--- config.mk ---
export PLATFORM = sky130hd
export DESIGN_NAME = gtm_timer
export DESIGN_NICKNAME = d
export VERILOG_FILES = /design/src/hdl/gtm_pkg.sv /design/src/hdl/gtm_timer.sv /design/src/hdl/gtm_counter.sv
export SDC_FILE = /design/constraint.sdc
export NUM_CORES = 2
export LEC_CHECK = 0
export ABC_CLOCK_PERIOD_IN_PS = 3200
export BUFFER_PORTS_ARGS = -buffer_cell sky130_fd_sc_hd__buf_2
export CORE_AREA = 5 5 305 307
export CTS_CLUSTER_SIZE = 40
export DETAILED_ROUTE_END_ITERATION = 10
export DIE_AREA = 0 0 310 312
export PLACE_DENSITY = 0.66
export SYNTH_ARGS = -nofsm -noshare
export SYNTH_HDL_FRONTEND = slang
export SYNTH_SLANG_ARGS = --single-unit
--- constraint.sdc ---
create_clock -name pclk -period 3.2 [get_ports pclk]
set_clock_uncertainty 0.15 [all_clocks]
set_input_delay 0.32 -clock pclk [delete_from_list [all_inputs] [get_ports pclk]]
set_output_delay 0.32 -clock pclk [all_outputs]
set_load 0.005 [all_outputs]
--- src/hdl/gtm_pkg.sv ---
// package for the general timer module: register map, fields, modes
package gtm_pkg;
  localparam int GTM_NUM_BLOCKS = 3;
  localparam int GTM_HALF_W = 16;
  localparam int GTM_PRE_W = 8;
  // per block register window: 8 words, 32 bytes
  localparam logic [11:0] GTM_BLK_STRIDE = 12'h020;
  localparam logic [4:0] GTM_OFS_CFG = 5'h00;
  localparam logic [4:0] GTM_OFS_CTL_A = 5'h04;
  localparam logic [4:0] GTM_OFS_CTL_B = 5'h08;
  localparam logic [4:0] GTM_OFS_LOAD_A = 5'h0C;
  localparam logic [4:0] GTM_OFS_LOAD_B = 5'h10;
  localparam logic [4:0] GTM_OFS_MATCH_A = 5'h14;
  localparam logic [4:0] GTM_OFS_MATCH_B = 5'h18;
  localparam logic [4:0] GTM_OFS_STAT = 5'h1C;
  // control field positions
  localparam int GTM_CTL_EN = 0;
  localparam int GTM_CTL_MODE_LO = 1;
  localparam int GTM_CTL_EVT = 4;
  localparam int GTM_CTL_INV = 5;
  localparam int GTM_CTL_TRIG = 6;
  localparam int GTM_CTL_PRE_LO = 8;
  localparam logic [31:0] GTM_CTL_RST = 32'h0000_0000;
  localparam logic [31:0] GTM_LOAD_RST = 32'h0000_FFFF;
  localparam logic [31:0] GTM_MATCH_RST = 32'h0000_0000;
  typedef enum logic [2:0] {
    GTM_M_ONESHOT = 3'b000,
    GTM_M_PERIODIC = 3'b001,
    GTM_M_CAPTURE = 3'b010,
    GTM_M_PWM = 3'b011,
    GTM_M_RTC = 3'b100
  } gtm_mode_e;
  // cfg values
  localparam logic [1:0] GTM_CFG_SPLIT = 2'h0;
  localparam logic [1:0] GTM_CFG_JOIN = 2'h1;
endpackage : gtm_pkg

--- src/hdl/gtm_timer.sv ---
// general timer module top: three timer blocks behind an apb slave
//
// The implementer's own choices: the APB interface to the registers and the register addresses.
`timescale 1ns/1ns
module gtm_timer
  import gtm_pkg::*;
#(
  parameter int NBLK = GTM_NUM_BLOCKS
) (
  input wire logic pclk,
  input wire logic presetn,
  input wire logic psel,
  input wire logic penable,
  input wire logic pwrite,
  input wire logic [11:0] paddr,
  input wire logic [31:0] pwdata,
  output logic [31:0] prdata,
  output logic pready,
  output logic pslverr,
  input wire logic [2*NBLK-1:0] ccp_pin_in,
  output logic [2*NBLK-1:0] ccp_pin_out,
  output logic [2*NBLK-1:0] ccp_pin_oe,
  output logic adc_trigger
);
  localparam int H = GTM_HALF_W;

  initial begin
    if (NBLK < 1 || NBLK > 8) $error("gtm_timer: NBLK out of range");
  end

  logic [1:0] cfg_r [NBLK];
  logic [31:0] ctl_r [2*NBLK];
  logic [31:0] load_r [2*NBLK];
  logic [31:0] match_r [2*NBLK];
  logic [1:0] cfg_nxt [NBLK];
  logic [31:0] ctl_nxt [2*NBLK];
  logic [31:0] load_nxt [2*NBLK];
  logic [31:0] match_nxt [2*NBLK];
  logic [31:0] prdata_nxt;
  logic pslverr_nxt;
  logic [2*NBLK-1:0] pin_d1_r;
  logic [2*NBLK-1:0] pin_d2_r;
  logic [2*NBLK-1:0] pin_d3_r;
  logic [2*NBLK-1:0] pin_edge;
  logic [2*NBLK-1:0] tmo;
  logic [2*NBLK-1:0] tmo_sticky_r;
  logic [2*NBLK-1:0] tmo_sticky_nxt;
  logic [2*NBLK-1:0] pwm_raw;
  logic [2*NBLK-1:0] done;
  logic [H-1:0] cnt [2*NBLK];
  logic [H-1:0] capt [2*NBLK];
  logic [2*NBLK-1:0] ccp_out_nxt;
  logic [2*NBLK-1:0] ccp_oe_nxt;
  logic adc_trigger_nxt;
  logic wr_acc;
  logic rd_setup;

  assign wr_acc = psel && penable && pwrite;
  assign rd_setup = psel && !penable && !pwrite;

  // pins are two-flop synchronised; edges read stage two and three only
  always_ff @(posedge pclk or negedge presetn) begin
    if (!presetn) begin
      pin_d1_r <= '0;
      pin_d2_r <= '0;
      pin_d3_r <= '0;
    end else begin
      pin_d1_r <= ccp_pin_in;
      pin_d2_r <= pin_d1_r;
      pin_d3_r <= pin_d2_r;
    end
  end
  assign pin_edge = pin_d2_r & ~pin_d3_r;

  // in joined mode the low half's time-out clocks the high half
  for (genvar i = 0; i < 2*NBLK; i++) begin : g_half
    localparam int LO = i - (i % 2);
    localparam bit HI = (i % 2 == 1);
    logic joined;
    logic [2:0] md;
    logic tick;
    logic en;
    logic [H-1:0] ld;
    assign joined = (cfg_r[i/2] == GTM_CFG_JOIN);
    assign md = (HI && joined) ? ctl_r[LO][GTM_CTL_MODE_LO+:3]
                               : ctl_r[i][GTM_CTL_MODE_LO+:3];
    assign en = (HI && joined) ? ctl_r[LO][GTM_CTL_EN] : ctl_r[i][GTM_CTL_EN];
    // joined: high half steps on low half wrap, low half ignores one-shot stop
    assign tick = (HI && joined) ? tmo[LO] : 1'b1;
    // joined low half wraps through all ones until the high half is spent
    assign ld = !joined ? load_r[i][H-1:0]
              : HI ? load_r[LO][31:16]
              : (cnt[LO + 1] == '0 || !en) ? load_r[i][H-1:0]
              : {H{1'b1}};
    gtm_counter #(
      .W(H),
      .PW(GTM_PRE_W)
    ) u_cnt (
      .pclk(pclk),
      .presetn(presetn),
      .enable(en),
      .mode((joined && i % 2 == 0 && md == GTM_M_ONESHOT) ? GTM_M_PERIODIC : md),
      .evt_mode(joined ? 1'b0 : ctl_r[i][GTM_CTL_EVT]),
      .pre_load(joined ? '0 : ctl_r[i][GTM_CTL_PRE_LO+:GTM_PRE_W]),
      .load(ld),
      .match(match_r[i][H-1:0]),
      .tick_in(tick),
      .pin_edge(pin_edge[i]),
      .count_r(cnt[i]),
      .capt_r(capt[i]),
      .timeout(tmo[i]),
      .pwm_r(pwm_raw[i]),
      .done_r(done[i])
    );
  end

  always_comb begin
    tmo_sticky_nxt = tmo_sticky_r;
    adc_trigger_nxt = 1'b0;
    for (int k = 0; k < 2*NBLK; k++) begin
      ccp_oe_nxt[k] = (ctl_r[k][GTM_CTL_MODE_LO+:3] == GTM_M_PWM) &&
                      (cfg_r[k/2] != GTM_CFG_JOIN);
      ccp_out_nxt[k] = pwm_raw[k] ^ ctl_r[k][GTM_CTL_INV];
      if (tmo[k] && ctl_r[k][GTM_CTL_TRIG]) begin
        adc_trigger_nxt = 1'b1;
      end
    end
    // status write-one-to-clear; a new time-out in the same cycle wins
    if (wr_acc) begin
      for (int b = 0; b < NBLK; b++) begin
        if (paddr == 12'(b) * GTM_BLK_STRIDE + 12'(GTM_OFS_STAT)) begin
          tmo_sticky_nxt[2*b+:2] = tmo_sticky_r[2*b+:2] & ~pwdata[1:0];
        end
      end
    end
    tmo_sticky_nxt = tmo_sticky_nxt | tmo;
  end

  always_comb begin
    logic [4:0] ofs;
    logic hit;
    ofs = paddr[4:0];
    hit = 1'b0;
    prdata_nxt = 32'h0000_0000;
    pslverr_nxt = 1'b0;
    for (int b = 0; b < NBLK; b++) begin
      cfg_nxt[b] = cfg_r[b];
      ctl_nxt[2*b] = ctl_r[2*b];
      ctl_nxt[2*b+1] = ctl_r[2*b+1];
      load_nxt[2*b] = load_r[2*b];
      load_nxt[2*b+1] = load_r[2*b+1];
      match_nxt[2*b] = match_r[2*b];
      match_nxt[2*b+1] = match_r[2*b+1];
      if (paddr[11:5] == 7'(b) && psel) begin
        hit = 1'b1;
        if (ofs == GTM_OFS_CFG) begin
          if (wr_acc) cfg_nxt[b] = pwdata[1:0];
          prdata_nxt = {30'h0, cfg_r[b]};
        end else if (ofs == GTM_OFS_CTL_A) begin
          if (wr_acc) ctl_nxt[2*b] = pwdata;
          prdata_nxt = ctl_r[2*b];
        end else if (ofs == GTM_OFS_CTL_B) begin
          if (wr_acc) ctl_nxt[2*b+1] = pwdata;
          prdata_nxt = ctl_r[2*b+1];
        end else if (ofs == GTM_OFS_LOAD_A) begin
          if (wr_acc) load_nxt[2*b] = pwdata;
          prdata_nxt = load_r[2*b];
        end else if (ofs == GTM_OFS_LOAD_B) begin
          if (wr_acc) load_nxt[2*b+1] = pwdata;
          prdata_nxt = load_r[2*b+1];
        end else if (ofs == GTM_OFS_MATCH_A) begin
          if (wr_acc) match_nxt[2*b] = pwdata;
          prdata_nxt = match_r[2*b];
        end else if (ofs == GTM_OFS_MATCH_B) begin
          if (wr_acc) match_nxt[2*b+1] = pwdata;
          prdata_nxt = match_r[2*b+1];
        end else begin
          // status: sticky time-outs, done flags, pin levels, live counts, half A capture
          prdata_nxt = {capt[2*b][7:0], cnt[2*b+1][7:0], cnt[2*b][7:0],
                        2'b00, pin_d2_r[2*b+:2], done[2*b+:2], tmo_sticky_r[2*b+:2]};
        end
      end
    end
    // answer registered in the setup cycle, so it stands at the access edge
    if (psel && !penable && !hit) pslverr_nxt = 1'b1;
    if (!rd_setup) prdata_nxt = 32'h0000_0000;
  end

  always_ff @(posedge pclk or negedge presetn) begin
    if (!presetn) begin
      for (int b = 0; b < NBLK; b++) cfg_r[b] <= GTM_CFG_SPLIT;
      for (int k = 0; k < 2*NBLK; k++) begin
        ctl_r[k] <= GTM_CTL_RST;
        load_r[k] <= GTM_LOAD_RST;
        match_r[k] <= GTM_MATCH_RST;
      end
      tmo_sticky_r <= '0;
      ccp_pin_out <= '0;
      ccp_pin_oe <= '0;
      adc_trigger <= 1'b0;
      prdata <= 32'h0000_0000;
      pready <= 1'b0;
      pslverr <= 1'b0;
    end else begin
      cfg_r <= cfg_nxt;
      ctl_r <= ctl_nxt;
      load_r <= load_nxt;
      match_r <= match_nxt;
      tmo_sticky_r <= tmo_sticky_nxt;
      ccp_pin_out <= ccp_out_nxt;
      ccp_pin_oe <= ccp_oe_nxt;
      adc_trigger <= adc_trigger_nxt;
      prdata <= prdata_nxt;
      pready <= 1'b1;
      pslverr <= pslverr_nxt;
    end
  end
endmodule : gtm_timer

--- src/hdl/gtm_counter.sv ---
// one down-counting timer half with prescaler, capture and pwm
`timescale 1ns/1ns
module gtm_counter
  import gtm_pkg::*;
#(
  parameter int W = 16,
  parameter int PW = 8
) (
  input wire logic pclk,
  input wire logic presetn,
  input wire logic enable,
  input wire logic [2:0] mode,
  input wire logic evt_mode,
  input wire logic [PW-1:0] pre_load,
  input wire logic [W-1:0] load,
  input wire logic [W-1:0] match,
  input wire logic tick_in,
  input wire logic pin_edge,
  output logic [W-1:0] count_r,
  output logic [W-1:0] capt_r,
  output logic timeout,
  output logic pwm_r,
  output logic done_r
);
  logic [W-1:0] count_nxt;
  logic [W-1:0] capt_nxt;
  logic [PW-1:0] pre_r;
  logic [PW-1:0] pre_nxt;
  logic pwm_nxt;
  logic done_nxt;
  logic step;

  initial begin
    if (W < 2 || PW < 1) $error("gtm_counter: bad widths");
  end

  always_comb begin
    count_nxt = count_r;
    capt_nxt = capt_r;
    pre_nxt = pre_r;
    pwm_nxt = pwm_r;
    done_nxt = done_r;
    step = 1'b0;
    timeout = 1'b0;
    if (!enable) begin
      count_nxt = load;
      pre_nxt = pre_load;
      done_nxt = 1'b0;
      pwm_nxt = 1'b0;
    end else if (!done_r) begin
      // event counting: step on pin edges, else on the incoming tick
      if (evt_mode) begin
        step = pin_edge;
      end else if (pre_r != '0) begin
        pre_nxt = pre_r - 1'b1;
      end else begin
        pre_nxt = pre_load;
        step = tick_in;
      end
      if (mode == GTM_M_CAPTURE && pin_edge) begin
        capt_nxt = count_r;
      end
      if (step) begin
        if (count_r == '0) begin
          timeout = 1'b1;
          count_nxt = load;
          if (mode == GTM_M_ONESHOT) begin
            done_nxt = 1'b1;
            count_nxt = '0;
          end
        end else begin
          count_nxt = count_r - 1'b1;
        end
      end
      if (mode == GTM_M_PWM) begin
        pwm_nxt = (count_r < match);
      end
    end
  end

  always_ff @(posedge pclk or negedge presetn) begin
    if (!presetn) begin
      count_r <= '0;
      capt_r <= '0;
      pre_r <= '0;
      pwm_r <= 1'b0;
      done_r <= 1'b0;
    end else begin
      count_r <= count_nxt;
      capt_r <= capt_nxt;
      pre_r <= pre_nxt;
      pwm_r <= pwm_nxt;
      done_r <= done_nxt;
    end
  end
endmodule : gtm_counter

==> metrics.yaml <==
synthesis:
  synth_edf_count: 0
  synthArstFlopShare_pct: 100.0
  syn-num-nets: 4402
  synth_top_flop_cell: "dfrtp_1"
  syn_inst: 4233
  syn_area_um2: 44640
  avgSynthCellArea_um2: 10.55
  ys_ff_latch: 833
  ys_warn_count: 0
  synthDistinctLibCells: 98
  ys_seq_area_share_pct: 46.97
setup_path:
  reg2reg_from: "g_half[2].u_cnt.count_r[1]"
  startpoint_type: "register"
  worstPathMaxFanout: 7
  crit_family: "simple AND/OR/NAND/NOR gates"
  required_ns: 3.63
  max_stage_delay_ns: 0.45
  cp.arrival_ns: 3.47
  crit_slowest_cell: "dfrtp_1"
  startpoint: "g_half[2].u_cnt.count_r[1]"
  path_cells: "inv_1, ha_1, nor4b_2, and4_1, a41oi_1, nor2_4, nand4_1, o2111ai_1"
  crit_buf_inv: 1
  critPathKind: "register to register"
  cp-end-kind: "register"
routing:
  drc: 0
  vias_per_cell: 6.560
  vias: 36660
  wl_per_cell_um: 28.84
  antenna_left: 0
  drt_iter0_markers: 4329
  wirelength_mm: 161.1
  first_pass_iters: 6
clock_network:
  cts_buffers: 93
  cts_root_buf: "clkbuf_16"
  clock_latency_ns: 0.67
  clk_path_buf_depth: 3
  cts_tree: "yes"
  cts_setup_buffers: 0
  cts.clk_slew.worst_paths_ns: 0.06
  cts_sinks: 833
  htree_num_levels: 3
timing:
  finalSetupViolations: 0
  max_freq_ghz: 0.3288
  timing.final.hold_violations: 0
  slew-limit-headroom_pct: 39.28
  timing.final.crit_share_pct: 95.05
  tns_ns: 0
  maxSlewViolCount: 0
  period_minus_slack_ns: 3.042
  worst_pin_slew_ns: 0.8994
  rsz0062_at_grt: "false"
floorplan:
  die_area_um2: 96720
  core.rowCount: 110
  ioPinCount: 102
  start_util_pct: 49.74
  coreArea_um2: 89740
  die_h_um: 312
  chipWidth_um: 310
power_and_ir_drop:
  peakVddDrop_mv: 0.4657
  p_total_mw: 24.78
  power_density_nw_per_um2: 488.8
  leakagePower_nw: 23.85
global_routing:
  use_met2_pct: 47.09
  gr-usage-met3_pct: 7.253
  grt_pass1_wl_mm: 238.9
  grt_max_degree: 94
  grt_busiest_layer: "met1"
  grtUsageMet1_pct: 47.24
  antenna_found_initial: 12
  grt_usage_pct: 32.70
  grt_pass1_vias: 35280
  overflow: 0
run:
  max_cap_viol_count: 0
placed_design:
  gp_congestion: 0.9801
  port-buffer-count: 101
  dp_hpwl_mm: 113.9
finish:
  drive_above_1_share_pct: 26.97
  nNetsFinal: 4494
  areaGrowthSynthToFinish_pct: 13.58
min_path:
  hold_start: "pwdata[7]"
  hold_path.class: "input pin to register"
run_status:
  outcome: "finished, final reports clean"
[synth_stat cells, types with 14 or more instances]
library cell | instances | share of area, %
a211oi_1 | 83 | 1.4
a21o_1 | 34 | 0.57
a21oi_1 | 227 | 2.5
a22o_1 | 33 | 0.65
a31oi_1 | 52 | 0.73
and2_1 | 17 | 0.24
and3_1 | 29 | 0.41
buf_1 | 39 | 0.33
buf_2 | 83 | 0.93
clkbuf_1 | 179 | 1.5
dfrtp_1 | 737 | 41
dfstp_2 | 96 | 5.7
ha_1 | 114 | 3.2
inv_1 | 150 | 1.3
mux2_2 | 569 | 14
mux2i_1 | 146 | 3.3
nand2_1 | 292 | 2.5
nand2b_1 | 26 | 0.36
nand3_1 | 72 | 0.81
nand4_1 | 30 | 0.42
nor2_1 | 182 | 1.5
nor2b_1 | 75 | 1.1
nor3_1 | 118 | 1.3
nor3b_1 | 14 | 0.24
nor4_1 | 38 | 0.53
o211ai_1 | 26 | 0.44
o21a_1 | 20 | 0.34
o21ai_0 | 280 | 3.1
o21ai_1 | 23 | 0.26
o221ai_1 | 34 | 0.67
o22ai_1 | 44 | 0.62
o31ai_1 | 42 | 0.71
o32ai_1 | 28 | 0.55
o41ai_1 | 17 | 0.33
or3_1 | 24 | 0.34
xor2_1 | 14 | 0.27
[final cells by class]
type	count	area (µm²)
clock inverter	47	584.3
multi-input combinational	2943	21960
inverter	150	563.0
antenna	10	25.02
fill	7712	39030
clock buffer	125	2649
sequential	833	20970
tap	1176	1471
timing repair buffer	304	2487
[cell usage in the layout, fill, tap and decap left out, drive strengths merged, types with 75 or more instances in the layout]
| cell | n |
|---|---|
| dfstp | 96 |
| ha | 114 |
| inv | 155 |
| o21ai | 304 |
| a211oi | 83 |
| nor2 | 186 |
| a21oi | 228 |
| buf | 289 |
| clkbuf | 125 |
| nand2 | 292 |
| dfrtp | 737 |
| nor2b | 75 |
| mux2i | 146 |
| mux2 | 582 |
| nor3 | 120 |
[repair_timing]
action                                  4_1_cts  5_1_grt
endpoints found under the setup margin        0        8
endpoints found under the hold margin       273        0
resized for setup                             0        2
hold buffers                                 15        0
[cells by family (layout without fill, tap and decap cells)]
logic type	Yosys count	in the layout	synth area share [%]
multiplexers	729	729	18.01
AO/OA/AOI/OAI	1074	1074	15.71
buffers and inverters	457	626	4.160
XOR/XNOR	19	19	0.3728
other	1	11	0.008401
adder cells (fa/ha/maj)	114	114	3.195
AND/OR/NAND/NOR	1006	1006	11.58
flip-flops	833	833	46.97
[sequential cells by signal, summed over array words and instances, names as in the netlist]
signal and count:
cfg_r 6, pin_d1_r 6, pin_d3_r 6, adc_trigger 1, pslverr 1, g_half.u_cnt.pwm_r 6
ccp_pin_oe 6, tmo_sticky_r 6, g_half.u_cnt.count_r 96, ctl_r 192, ccp_pin_out 6, pin_d2_r 6
g_half.u_cnt.done_r 6, prdata 32, g_half.u_cnt.capt_r 24, load_r 192, g_half.u_cnt.pre_r 48, pready 1
match_r 192
[where the power goes]
part,switching (mW),leakage [nW],internal (mW),total [mW]
clock,4.61,1.59,6.72,11.3
sequential,0.329,11.0,10.7,11.0
combinational,1.61,11.2,0.796,2.41
total,6.55,23.9,18.2,24.8
[layer usage]
layer / share of wire (%) / wire length (µm) / vias to the layer above
met5: 0.027 / 43 / -
met4: 5.5 / 8906 / 8
met3: 10 / 16340 / 380
met2: 43 / 68610 / 1983
met1: 42 / 67230 / 18460
li1: - / - / 15830
[stage by stage]
step	instance area, µm²	instances	hold WS [ns]	setup slack, ns	utilization [%]
finish	50700	5588	0.04793	0.1585	56.50
global route	50680	5579	0.03139	0.002748	56.48
floorplan	44640	4233	-0.1256	0.5895	-
CTS	50660	5578	0.006695	0.006938	56.46
detailed placement	47280	5391	0.1679	0.03187	52.69
global placement	47280	5391	0.1697	0.03373	52.69
[worst reg2reg max path, stage by stage, from the launching register on]
cell       delay (ns)
dfrtp_1          0.45
inv_1            0.15
ha_1             0.20
nor4b_2          0.29
and4_1           0.37
a41oi_1          0.38
nor2_4           0.34
nand4_1          0.40
o2111ai_1        0.24
[path summary, 6_finish.rpt]
check | cells past startpoint | slack, ns | endpoint
worst max register to register | 8 | 0.16 | adc_trigger
max in group asynchronous | 4 | 1.79 | load_r[141]
worst min register to register | 0 | 0.20 | pin_d2_r[3]
worst max-delay path | 8 | 0.16 | adc_trigger
worst min-delay path | 3 | 0.05 | match_r[167]
min in group asynchronous | 2 | 0.07 | g_half[3].u_cnt.pre_r[2]
(Power assumes the default switching activity.)
